### src/hdl/flash_self_program_pkg.sv
package flash_self_program_pkg;

  // ----------------------------------------------------------------
  // register map
  // ----------------------------------------------------------------
  localparam logic [1:0] ptr_low_addr    = 2'h0;
  localparam logic [1:0] ptr_high_addr   = 2'h1;
  localparam logic [1:0] ctrl_addr       = 2'h2;
  localparam logic [7:0] ctrl_reset      = 8'h00;
  localparam logic [7:0] ptr_reset       = 8'h00;

  // ----------------------------------------------------------------
  // control fields
  // ----------------------------------------------------------------
  localparam int arm_bit      = 0;
  localparam int erase_bit    = 1;
  localparam int write_bit    = 2;
  localparam int select_bit   = 3;
  localparam int reenable_bit = 4;
  localparam int busy_bit     = 6;

  localparam logic [4:0] cmd_reenable = 5'h11;
  localparam logic [4:0] cmd_lockread = 5'h09;
  localparam logic [4:0] cmd_pgwrite  = 5'h05;
  localparam logic [4:0] cmd_pgerase  = 5'h03;
  localparam logic [4:0] cmd_buffill  = 5'h01;

  // ----------------------------------------------------------------
  // pointer fields and special addresses
  // ----------------------------------------------------------------
  localparam int word_bits  = 6;
  localparam int page_bits  = 8;
  localparam int flash_abits = 14;
  localparam logic [15:0] fuse_low_addr  = 16'h0000;
  localparam logic [15:0] lock_addr      = 16'h0001;
  localparam logic [15:0] fuse_ext_addr  = 16'h0002;
  localparam logic [15:0] fuse_high_addr = 16'h0003;

  // ----------------------------------------------------------------
  // timing
  // ----------------------------------------------------------------
  localparam int load_window  = 3;
  localparam int store_window = 4;
  localparam real prog_time_min_ms = 3.7;
  localparam real prog_time_max_ms = 4.5;
  localparam int rc_rate_khz = 8000;
  // aim for the middle of the min/max band, counted in rc ticks
  localparam int prog_rc_ticks = int'((prog_time_min_ms + prog_time_max_ms) / 2.0 * rc_rate_khz);

  typedef enum logic [1:0] {op_idle, op_erase, op_write, op_lockwr} op_t;

endpackage

### src/hdl/page_buffer_mem.sv
`timescale 1ns/1ps
module page_buffer_mem (
  input  wire logic        clock_i,
  input  wire logic        wr_en_i,
  input  wire logic [5:0]  wr_addr_i,
  input  wire logic [15:0] wr_data_i,
  input  wire logic [5:0]  rd_addr_i,
  output logic      [15:0] rd_data_o
);
  logic [15:0] mem [0:63];

  always_ff @(posedge clock_i) begin
    if (wr_en_i) begin
      mem[wr_addr_i] <= wr_data_i;
    end
  end

  always_ff @(posedge clock_i) begin
    rd_data_o <= mem[rd_addr_i];
  end
endmodule

### src/hdl/prog_timer.sv
`timescale 1ns/1ps
// counts rc oscillator ticks; the tick is synchronised in the parent
module prog_timer #(
  parameter int ticks = flash_self_program_pkg::prog_rc_ticks
) (
  input  wire logic clock_i,
  input  wire logic start_i,
  input  wire logic rc_tick_i,
  output logic      done_o
);
  // no reset: a running operation survives a system reset, so only power-up values
  logic [16:0] count_r = 17'h00000;
  logic        run_r   = 1'b0;

  always_ff @(posedge clock_i) begin
    done_o <= 1'b0;
    if (start_i) begin
      run_r   <= 1'b1;
      count_r <= 17'(ticks);
    end else if (run_r && rc_tick_i) begin
      if (count_r == 17'h00001) begin
        run_r  <= 1'b0;
        done_o <= 1'b1;
      end
      count_r <= count_r - 17'h00001;
    end
  end
endmodule

### src/hdl/flash_self_program_access.sv
// Design decisions made here: the strobed register port and the register addresses.
`timescale 1ns/1ps
module flash_self_program_access #(
  parameter int prog_ticks = flash_self_program_pkg::prog_rc_ticks
) (
  input  wire logic        clock_i,
  input  wire logic        rst_b_i,
  input  wire logic [1:0]  reg_addr_i,
  input  wire logic [7:0]  reg_wdata_i,
  input  wire logic        reg_wr_i,
  input  wire logic        reg_rd_i,
  output logic      [7:0]  reg_rdata_o,
  input  wire logic        store_i,
  input  wire logic [15:0] store_data_i,
  input  wire logic        load_i,
  output logic [7:0]       load_data_o,
  output logic             load_valid_o,
  input  wire logic        eeprom_write_active_i,
  input  wire logic        rc_clk_i,
  input  wire logic [7:0]  fuse_low_byte_i,
  input  wire logic [7:0]  fuse_high_byte_i,
  input  wire logic [7:0]  fuse_extended_byte_i,
  input  wire logic [7:0]  lock_byte_i,
  output logic [flash_self_program_pkg::flash_abits-1:0] flash_addr_o,
  input  wire logic [15:0] flash_rdata_i,
  output logic             flash_erase_o,
  output logic             flash_write_o,
  output logic [7:0]       lock_wr_data_o,
  output logic [15:0]      buf_rdata_o,
  output logic             cpu_halt_o,
  output logic             no_concurrent_only_o
);

  // ----------------------------------------------------------------
  // input synchronisers
  // ----------------------------------------------------------------
  logic [1:0] ee_sync_r;
  logic [2:0] rc_sync_r;
  logic       ee_busy;
  logic       rc_tick;

  always_ff @(posedge clock_i) begin
    ee_sync_r <= {ee_sync_r[0], eeprom_write_active_i};
    rc_sync_r <= {rc_sync_r[1:0], rc_clk_i};
  end
  assign ee_busy = ee_sync_r[1];
  assign rc_tick = rc_sync_r[1] & ~rc_sync_r[2];

  // ----------------------------------------------------------------
  // address pointer
  // ----------------------------------------------------------------
  logic [7:0]  ptr_low_r;
  logic [7:0]  ptr_high_r;
  logic [15:0] pointer;
  logic [7:0]  page_idx;
  logic [5:0]  word_idx;

  assign pointer  = {ptr_high_r, ptr_low_r};
  assign word_idx = pointer[6:1];
  assign page_idx = pointer[14:7];

  always_ff @(posedge clock_i) begin
    if (!rst_b_i) begin
      ptr_low_r  <= flash_self_program_pkg::ptr_reset;
      ptr_high_r <= flash_self_program_pkg::ptr_reset;
    end else if (reg_wr_i && reg_addr_i == flash_self_program_pkg::ptr_low_addr) begin
      ptr_low_r <= reg_wdata_i;
    end else if (reg_wr_i && reg_addr_i == flash_self_program_pkg::ptr_high_addr) begin
      ptr_high_r <= reg_wdata_i;
    end
  end

  // ----------------------------------------------------------------
  // control register and command windows
  // ----------------------------------------------------------------
  logic [4:0] cmd_r;
  logic [2:0] window_r;
  logic       op_busy;
  logic       ctrl_wr;
  logic       cmd_ok;
  logic       armed;
  logic       lockrd_armed;
  logic       lockrd_hit;
  logic       store_hit;
  logic       op_done;
  // power-up value only; a system reset must not abort a running operation
  flash_self_program_pkg::op_t op_r = flash_self_program_pkg::op_idle;

  assign ctrl_wr = reg_wr_i && reg_addr_i == flash_self_program_pkg::ctrl_addr;
  assign cmd_ok  = reg_wdata_i[4:0] == flash_self_program_pkg::cmd_reenable ||
                   reg_wdata_i[4:0] == flash_self_program_pkg::cmd_lockread ||
                   reg_wdata_i[4:0] == flash_self_program_pkg::cmd_pgwrite ||
                   reg_wdata_i[4:0] == flash_self_program_pkg::cmd_pgerase ||
                   reg_wdata_i[4:0] == flash_self_program_pkg::cmd_buffill;
  assign op_busy      = op_r != flash_self_program_pkg::op_idle;
  assign armed        = cmd_r[flash_self_program_pkg::arm_bit] && !op_busy;
  assign lockrd_armed = armed && cmd_r == flash_self_program_pkg::cmd_lockread;
  assign lockrd_hit   = lockrd_armed && load_i && !ee_busy &&
                        window_r <= 3'(flash_self_program_pkg::load_window);
  assign store_hit    = armed && store_i && !ee_busy;

  always_ff @(posedge clock_i) begin
    if (!rst_b_i) begin
      cmd_r    <= 5'h00;
      window_r <= 3'h0;
    end else if (ctrl_wr && !op_busy) begin
      if (cmd_ok && !ee_busy) begin
        cmd_r    <= reg_wdata_i[4:0];
        window_r <= 3'h1;
      end
    end else if (op_busy) begin
      window_r <= 3'h0; // arm stays high until the operation ends
      if (op_done) begin
        cmd_r <= 5'h00;
      end
    end else if (cmd_r != 5'h00) begin
      if (lockrd_hit || store_hit) begin
        cmd_r <= (store_hit && (cmd_r == flash_self_program_pkg::cmd_pgerase ||
                  cmd_r == flash_self_program_pkg::cmd_pgwrite)) ? cmd_r : 5'h00;
      end else if (lockrd_armed && window_r >= 3'(flash_self_program_pkg::load_window)) begin
        cmd_r <= 5'h00;
      end else if (window_r >= 3'(flash_self_program_pkg::store_window)) begin
        cmd_r <= 5'h00;
      end
      window_r <= window_r + 3'h1;
    end
  end

  // ----------------------------------------------------------------
  // long operations; op state survives reset so writes complete
  // ----------------------------------------------------------------
  logic start_op;
  assign start_op = store_hit && (cmd_r == flash_self_program_pkg::cmd_pgerase ||
                                  cmd_r == flash_self_program_pkg::cmd_pgwrite ||
                                  cmd_r == flash_self_program_pkg::cmd_lockread);

  always_ff @(posedge clock_i) begin
    if (op_done) begin
      op_r <= flash_self_program_pkg::op_idle;
    end else if (start_op) begin
      case (cmd_r)
        flash_self_program_pkg::cmd_pgerase: op_r <= flash_self_program_pkg::op_erase;
        flash_self_program_pkg::cmd_pgwrite: op_r <= flash_self_program_pkg::op_write;
        default:                             op_r <= flash_self_program_pkg::op_lockwr;
      endcase
    end
  end

  prog_timer #(
    .ticks(prog_ticks)
  ) u_timer (
    .clock_i   (clock_i),
    .start_i   (start_op),
    .rc_tick_i (rc_tick),
    .done_o    (op_done)
  );

  // ----------------------------------------------------------------
  // temporary page buffer
  // ----------------------------------------------------------------
  logic buf_wr;
  assign buf_wr = store_hit && cmd_r == flash_self_program_pkg::cmd_buffill;

  page_buffer_mem u_buf (
    .clock_i   (clock_i),
    .wr_en_i   (buf_wr),
    .wr_addr_i (word_idx),
    .wr_data_i (store_data_i),
    .rd_addr_i (word_idx),
    .rd_data_o (buf_rdata_o)
  );

  // ----------------------------------------------------------------
  // flash side and cpu halt
  // ----------------------------------------------------------------
  // page is latched at the start: a reset in mid-operation clears the pointer,
  // and the flash must keep seeing the page that was started
  logic [7:0] op_page_r;

  always_ff @(posedge clock_i) begin
    if (start_op) begin
      op_page_r <= page_idx;
    end
  end

  always_ff @(posedge clock_i) begin
    flash_erase_o        <= op_r == flash_self_program_pkg::op_erase;
    flash_write_o        <= op_r == flash_self_program_pkg::op_write;
    cpu_halt_o           <= op_r == flash_self_program_pkg::op_erase ||
                            op_r == flash_self_program_pkg::op_write;
    no_concurrent_only_o <= op_r == flash_self_program_pkg::op_erase ||
                            op_r == flash_self_program_pkg::op_write;
    if (start_op) begin
      lock_wr_data_o <= store_data_i[7:0];
    end
    if (op_busy) begin
      flash_addr_o <= {op_page_r, 6'h00};
    end else begin
      flash_addr_o <= pointer[14:1];
    end
  end

  // ----------------------------------------------------------------
  // program loads
  // ----------------------------------------------------------------
  logic       load_d_r;
  logic       byte_select_bit_r;
  logic       special_r;
  logic [7:0] special_byte_r;

  always_ff @(posedge clock_i) begin
    if (!rst_b_i) begin
      load_d_r <= 1'b0;
      load_valid_o <= 1'b0;
      special_r <= 1'b0;
      special_byte_r <= 8'hFF;
      byte_select_bit_r <= 1'b0;
      load_data_o <= 8'h00;
    end else begin
      load_d_r <= load_i && !lockrd_hit;
      special_r <= lockrd_hit;
      byte_select_bit_r <= pointer[0];
      if (lockrd_hit) begin // fuse bytes carry programmed-as-zero already
        if (pointer == flash_self_program_pkg::lock_addr) begin
          special_byte_r <= lock_byte_i;
        end else if (pointer == flash_self_program_pkg::fuse_low_addr) begin
          special_byte_r <= fuse_low_byte_i;
        end else if (pointer == flash_self_program_pkg::fuse_high_addr) begin
          special_byte_r <= fuse_high_byte_i;
        end else if (pointer == flash_self_program_pkg::fuse_ext_addr) begin
          special_byte_r <= fuse_extended_byte_i;
        end else begin
          special_byte_r <= 8'hFF;
        end
      end
      load_valid_o <= load_d_r || special_r;
      if (special_r) begin
        load_data_o <= special_byte_r;
      end else if (load_d_r) begin
        load_data_o <= byte_select_bit_r ? flash_rdata_i[15:8] : flash_rdata_i[7:0];
      end
    end
  end

  // ----------------------------------------------------------------
  // register read
  // ----------------------------------------------------------------
  always_ff @(posedge clock_i) begin
    if (!rst_b_i) begin
      reg_rdata_o <= 8'h00;
    end else if (reg_rd_i) begin
      if (reg_addr_i == flash_self_program_pkg::ptr_low_addr) begin
        reg_rdata_o <= ptr_low_r;
      end else if (reg_addr_i == flash_self_program_pkg::ptr_high_addr) begin
        reg_rdata_o <= ptr_high_r;
      end else if (reg_addr_i == flash_self_program_pkg::ctrl_addr) begin
        reg_rdata_o <= {3'h0, cmd_r[4:1], cmd_r[0] | op_busy};
      end else begin
        reg_rdata_o <= 8'h00;
      end
    end
  end

endmodule

### config.mk
export PLATFORM = sky130hd
export DESIGN_NAME = flash_self_program_access
export DESIGN_NICKNAME = d
export VERILOG_FILES = /design/src/hdl/flash_self_program_pkg.sv /design/src/hdl/page_buffer_mem.sv /design/src/hdl/prog_timer.sv /design/src/hdl/flash_self_program_access.sv
export SDC_FILE = /design/constraint.sdc
export NUM_CORES = 1
export LEC_CHECK = 0
export BUFFER_PORTS_ARGS = -buffer_cell sky130_fd_sc_hd__buf_2
export CELL_PAD_IN_SITES_DETAIL_PLACEMENT = 0
export CELL_PAD_IN_SITES_GLOBAL_PLACEMENT = 2
export CORE_UTILIZATION = 35
export CTS_CLUSTER_DIAMETER = 60
export DETAILED_ROUTE_END_ITERATION = 6
export PLACE_DENSITY_LB_ADDON = 0.1
export SYNTH_ARGS = -nofsm -noshare
export SYNTH_HDL_FRONTEND = slang
export SYNTH_SLANG_ARGS = --single-unit
### constraint.sdc
create_clock -name clock_i -period 4.36 [get_ports clock_i]
set_input_delay 0.872 -clock clock_i [delete_from_list [all_inputs] [get_ports clock_i]]
set_output_delay 0.872 -clock clock_i [all_outputs]
set_load 0.01 [all_outputs]
* Word level (Yosys, flattened, before mapping)
Memory sizes are Yosys's and may differ from the RTL's. A register that Yosys moved wholly into a read port is not among the register bits.
Index checks and enable logic that the tools add are counted.
** Word-level totals
- Flip-flop bits (word level) :: 111
- RAM bits :: 1024
- Input port bits :: 82
- Output and inout bits :: 59
- Logic and storage cells :: 125
- Memories :: 1
** Memories
- u_buf.mem :: depth 64, width 16, rd ports 1, clocked after memory_dff 1, wr ports 1, line page_buffer_mem.sv:10 : logic [15:0] mem [0:63];
** Operators by class
- Add/subtract/negate cells :: 2
- Order comparisons :: 3
- Equality and inequality tests :: 20
- Muxes and demuxes :: 28
- Bitwise gates (word level) :: 5
- Reductions and logical operators :: 42
** Operators with widths (count)
- 8-bit 2-to-1 mux :: 9
- 5-bit 2-to-1 mux :: 10
- 16-bit by 2-bit == test with 1-bit output, second input constant :: 2
- 1-bit logical AND :: 18
- 17-bit by 1-bit == test with 1-bit output, second input constant :: 1
- 17-bit by 1-bit subtractor with 17-bit output, second input constant :: 1
- 16-bit by 1-bit == test with 1-bit output, second input constant :: 1
- 16-bit zero test :: 1
- 14-bit 2-to-1 mux :: 1
- 3-bit 2-to-1 mux :: 4
- 5-bit by 1-bit == test with 1-bit output, second input constant :: 2
- 5-bit by 2-bit == test with 1-bit output, second input constant :: 2
- 5-bit by 3-bit == test with 1-bit output, second input constant :: 2
- 5-bit by 4-bit == test with 1-bit output, second input constant :: 2
- 5-bit nonzero test :: 2
- 1-bit logical OR :: 9
- 2-bit AND reduction :: 3
- 5-bit == test, second input constant :: 1
- 5-bit AND reduction :: 1
- 2-bit by 1-bit == test with 1-bit output, second input constant :: 2
- 2-bit == test, second input constant :: 2
- 4-bit != test, second input constant :: 1
- 2-bit case mux with 2 select lines :: 1
- 2-bit nonzero test :: 2
- 14 further kinds :: 20

* Logic depth before layout (Yosys ltp)
- Word-level depth :: 12
- Mapped depth :: 11
- Mapped depth without buffers :: 8

* Modules after synthesis
Synthesis repeated with hierarchy kept, for this count alone.
** Second synthesis, totals
- Cell total of the unflattened synthesis :: 2281
- Area, all modules :: 44755.4 um^2
** Modules (own cells, without submodules)
- page_buffer_mem :: times used 1, cells an instance 1829, area each 40042.2 um^2, sequential area each 31069.8 um^2
- flash_self_program_access :: times used 1, cells an instance 361, area each 3875.0 um^2, sequential area each 2001.9 um^2
- prog_timer :: times used 1, cells an instance 91, area each 838.3 um^2, sequential area each 380.4 um^2

* Least setup slack after synthesis
Ideal clock, no wire load.
- Path kind :: input to register
- Start :: input port store_i
- End :: memory u_buf.mem[10][0] (enable)
- Setup time :: 0.389 ns
- Arrival :: 2.392 ns
- Required time :: 3.971 ns
- Path slack :: 1.579 ns
- Stages :: 5
- Buffers on the path :: 1
- Path through :: and4b_1 > and2_1 > clkbuf_1 > nand3_1 > nor2_1
** Between the ends
- Longest elaborated chain between the ends :: 5
** RTL lines
- start, declared :: line flash_self_program_access.sv:13 : input wire logic store_i,
- 1-bit logical AND (2 in series) :: line flash_self_program_access.sv:100 : assign store_hit = armed && store_i && !ee_busy;
- 1-bit logical AND :: line flash_self_program_access.sv:162 : assign buf_wr = store_hit && cmd_r == flash_self_program_pkg::cmd_buffill;
- 1-bit 2-to-1 mux :: line page_buffer_mem.sv:13 : if (wr_en_i) begin
- 1-bit 2-to-1 mux (not written as such) :: line page_buffer_mem.sv:14 : mem[wr_addr_i] <= wr_data_i;
- end, declared :: line page_buffer_mem.sv:10
Every way passes these cells.

==> out/summary.txt <==
====================================================================================
Largest family of logic cells by synthesized area ..................... multiplexers
Setup CP Type ......................................................... register to register
Synthesized-area fraction occupied by ao, oa, aoi and oai cells .......        7.46%
Die Footprint .........................................................    0.128 mm2
Final critical delay including setup and external delays ..............      3.93 ns
Final-layout setup total negative slack ...............................         0 ns
Xor/xnor share of the synthesized area ................................       0.217%
Clock Pin Slew Worst Setup and Hold Paths .............................      0.06 ns
Arrival time of the worst setup path ..................................      4.52 ns
Pin count of the biggest net entering global routing ..................           66
Maximum frequency from static timing analysis .........................      254 MHz
Critical path launch point ............................................ ptr_low_r[1]$_SDFFE_PN0P_
Number of placed I/O pins .............................................          141
Hold WC Path Type ..................................................... input port to register
Drt pass-1 iters ......................................................            5
Congestion Overflow GR ................................................            0
Total setup violations reported at the end of the flow ................            0
Post-detailed-routing wire length .....................................       158 mm
Insertion delay of the later-clocked pin in the worst-skew pair .......      0.77 ns
Number of antenna violations at the first check in global routing .....           10
Width of the die ......................................................       358 um
Average vias per placed instance ......................................         5.64
Worst path slowest cell ............................................... sky130_fd_sc_hd__nand2b_1
Pwr per Cell Area .....................................................   463 mW/mm2
Count of buffers from port buffering ..................................          140
Overall fraction of global-route tracks in use ........................        24.6%
Total via count after detailed routing ................................        26200
Routability congestion estimate from global placement .................        0.872
Layout cell share with drive strength beyond 1 ........................        25.6%
Synthesized net count .................................................         2654
Count of yosys warnings during synthesis ..............................            0
# nets final ..........................................................         2973
Fraction of the cycle the final worst path needs ......................        90.1%
Vertical extent of the die ............................................       358 um
Leakage ...............................................................      17.1 nW
Worst-margin pin slew .................................................      1.35 ns
Number of flip-flops and latches in the synthesized netlist ...........         1151
Number of buffers added by the clock tree synthesis step ..............          135
Multiplexer share of the synthesized area .............................        10.8%
Result of the run ..................................................... finished clean
Setup repair bufs after CTS ...........................................            0
Signed area change from the synthesized netlist to the final layout ...        18.6%
Number of global-route vias before repair .............................        26100
Placed wire-length estimate after detailed placement ..................       100 mm
Post-placement cell count .............................................         4397
Setup repair after global routing missed its margin ...................           no
Worst setup SP type ...................................................     register
Fin. max-slew vios ....................................................            0
Post-route DRC ........................................................            0
Area of the core ......................................................    0.126 mm2
Share of flip-flops with an asynchronous set or reset after synthesis .           0%
Max-cap check violation count .........................................            0
Wire length of the first global-routing pass ..........................       216 mm
Final Hold Fails ......................................................            0
Ranking of synthesized cells by area .................................. sky130_fd_sc_hd__edfxtp_1, sky130_fd_sc_hd__dfxtp_1, sky130_fd_sc_hd__mux4_2
Critical Path Most Common Cell ........................................ sky130_fd_sc_hd__o21ai_0
Dominant synthesized flop cell ........................................ sky130_fd_sc_hd__edfxtp_1
Area of the mapped netlist ............................................   0.0445 mm2
Top cells by count, synth ............................................. sky130_fd_sc_hd__edfxtp_1, sky130_fd_sc_hd__mux2i_1, sky130_fd_sc_hd__nor2_1, sky130_fd_sc_hd__dfxtp_1, sky130_fd_sc_hd__mux4_2
Count of hold-fix buffers inserted at cts .............................            0
Element type at the critical path end .................................     register
Initial cell density of the core ......................................        35.4%
Data required time of the worst path ..................................      4.95 ns
Reg2reg start ......................................................... ptr_low_r[1]$_SDFFE_PN0P_
Floorplan row count ...................................................          130
Post-synthesis sequential area ratio ..................................        75.3%
Worst-case clock skew .................................................    0.0314 ns
Adder-cell share of the synthesized area ..............................       0.220%
Number of flops mapped to enable cells by yosys .......................         1040
Most repeated cell in the gate-level netlist after synthesis .......... sky130_fd_sc_hd__edfxtp_1
Maximum vdd ir drop ...................................................     0.419 mV
Detailed router's first-iteration violation count .....................         2670
Worst R2R Setup Slack .................................................      0.43 ns
Worst-case headroom to the max-slew limit .............................        9.72%
WL per Instance .......................................................      34.1 um
Worst-path maximum fanout .............................................           36
Number of clock sinks .................................................         1151
CTS root buffer ....................................................... sky130_fd_sc_hd__clkbuf_16
Syn_area_per_cell .....................................................     17.3 um2
Count of instances resized after the clock tree is built ..............            0
Simple-gate share of the synthesized area .............................        4.10%
H-tree levels .........................................................            4
Maximum count of clock buffers along a single path ....................            3
Worst hold start ......................................................     rc_clk_i
Post-route worst hold slack ...........................................     0.227 ns
Largest incremental delay on the critical path ........................      0.81 ns
Synth unique cells ....................................................           69
Antenna Diode Count ...................................................            0
Post-synthesis cell count .............................................         2565
Leading area contributor after synthesis .............................. sky130_fd_sc_hd__edfxtp_1
Post-route antenna net violation count ................................            0
Non-filler instance count after layout ................................         4641
CP cell instances ..................................................... buf_12 -> nand2b_1 -> o22ai_1 -> o21ai_0 -> o21ai_0 -> or4_1
Top cell type's share of synthesized area .............................        70.3%
Clock tree from TritonCTS .............................................         done
====================================================================================
-- cell families after synthesis --
family          Yosys count
compound gates          482
xor+xnor                 11
fa+ha+maj                 8
buf+inv                 178
flops                  1151
mux                     355
simple gates            380
-- registers in the layout, indices dropped and copies added, names as in the netlist, 14 cells and up --
register,cells
flash_addr_o,14
u_buf.mem,1024
u_timer.count_r,17
u_buf.rd_data_o,16
-- layout by cell type, fill, tap and decap left out, types with 67 or more instances in the layout --
cell and instances:
sky130_fd_sc_hd__mux4_2 90, sky130_fd_sc_hd__a22oi_1 67, sky130_fd_sc_hd__mux2_2 71, sky130_fd_sc_hd__clkbuf_16 137, sky130_fd_sc_hd__dfxtp_1 108, sky130_fd_sc_hd__edfxtp_1 1040
sky130_fd_sc_hd__buf_2 139, sky130_fd_sc_hd__nor2_1 140, sky130_fd_sc_hd__a221oi_1 80, sky130_fd_sc_hd__buf_4 187, sky130_fd_sc_hd__a21oi_1 84, sky130_fd_sc_hd__o21ai_0 67
sky130_fd_sc_hd__mux2i_1 192
-- through the flow --
| stage | utilization [%] | instance area [um2] | power (mW) | worst slack (ns) |
|---|---|---|---|---|
| CTS | 41.9 | 52700 | 24.6 | 0.410 |
| detailed placement | 38.4 | 48300 | 13.4 | 0.435 |
| global placement | 38.4 | 48300 | 13.4 | 0.420 |
| finish | 41.9 | 52700 | 24.4 | 0.430 |
| global route | 41.9 | 52700 | 25.1 | 0.342 |
| floorplan | - | 44500 | 12.7 | 1.58 |
-- layout make-up --
| class | count | area [um2] |
|---|---|---|
| sequential | 1151 | 33500 |
| fill | 11200 | 73000 |
| timing repair buffer | 344 | 2450 |
| clock buffer | 162 | 3530 |
| inverter | 16 | 60.1 |
| multi-input combinational | 1236 | 10300 |
| tap | 1650 | 2060 |
| clock inverter | 82 | 841 |
-- power breakdown --
part | switching [mW] | internal, mW
combinational | 0.718 | 0.314
sequential | 0.0787 | 12.1
clock | 4.68 | 6.55
-- critical path: cells and delay by family (launching register included) --
kind | cells | cell delay (ns)
DFF | 1 | 0.79
AOI/OAI and AO/OA | 3 | 1.07
and+or+nand+nor | 2 | 1.47
buffers and inverters | 1 | 0.35
-- per-layer routing --
layer / vias up / part of all wire [%] / track usage, %
met5: - / 0.015 / 0
met4: 4 / 3.5 / 8.89
met3: 225 / 7.0 / 5.06
met2: 1127 / 46 / 38.6
met1: 13800 / 43 / 33.7
li1: 11000 / - / -
-- final timing paths --
| kind | endpoint | depth (start not counted) |
|---|---|---|
| hold / removal | rc_sync_r[0]$_DFF_P_ | 1 |
| setup / recovery | u_buf.rd_data_o[2]$_DFF_P_ | 6 |
| hold reg to reg | ee_sync_r[1]$_DFF_P_ | 0 |
| setup reg to reg | u_buf.rd_data_o[2]$_DFF_P_ | 6 |
Power figures use the tool's default switching activity.
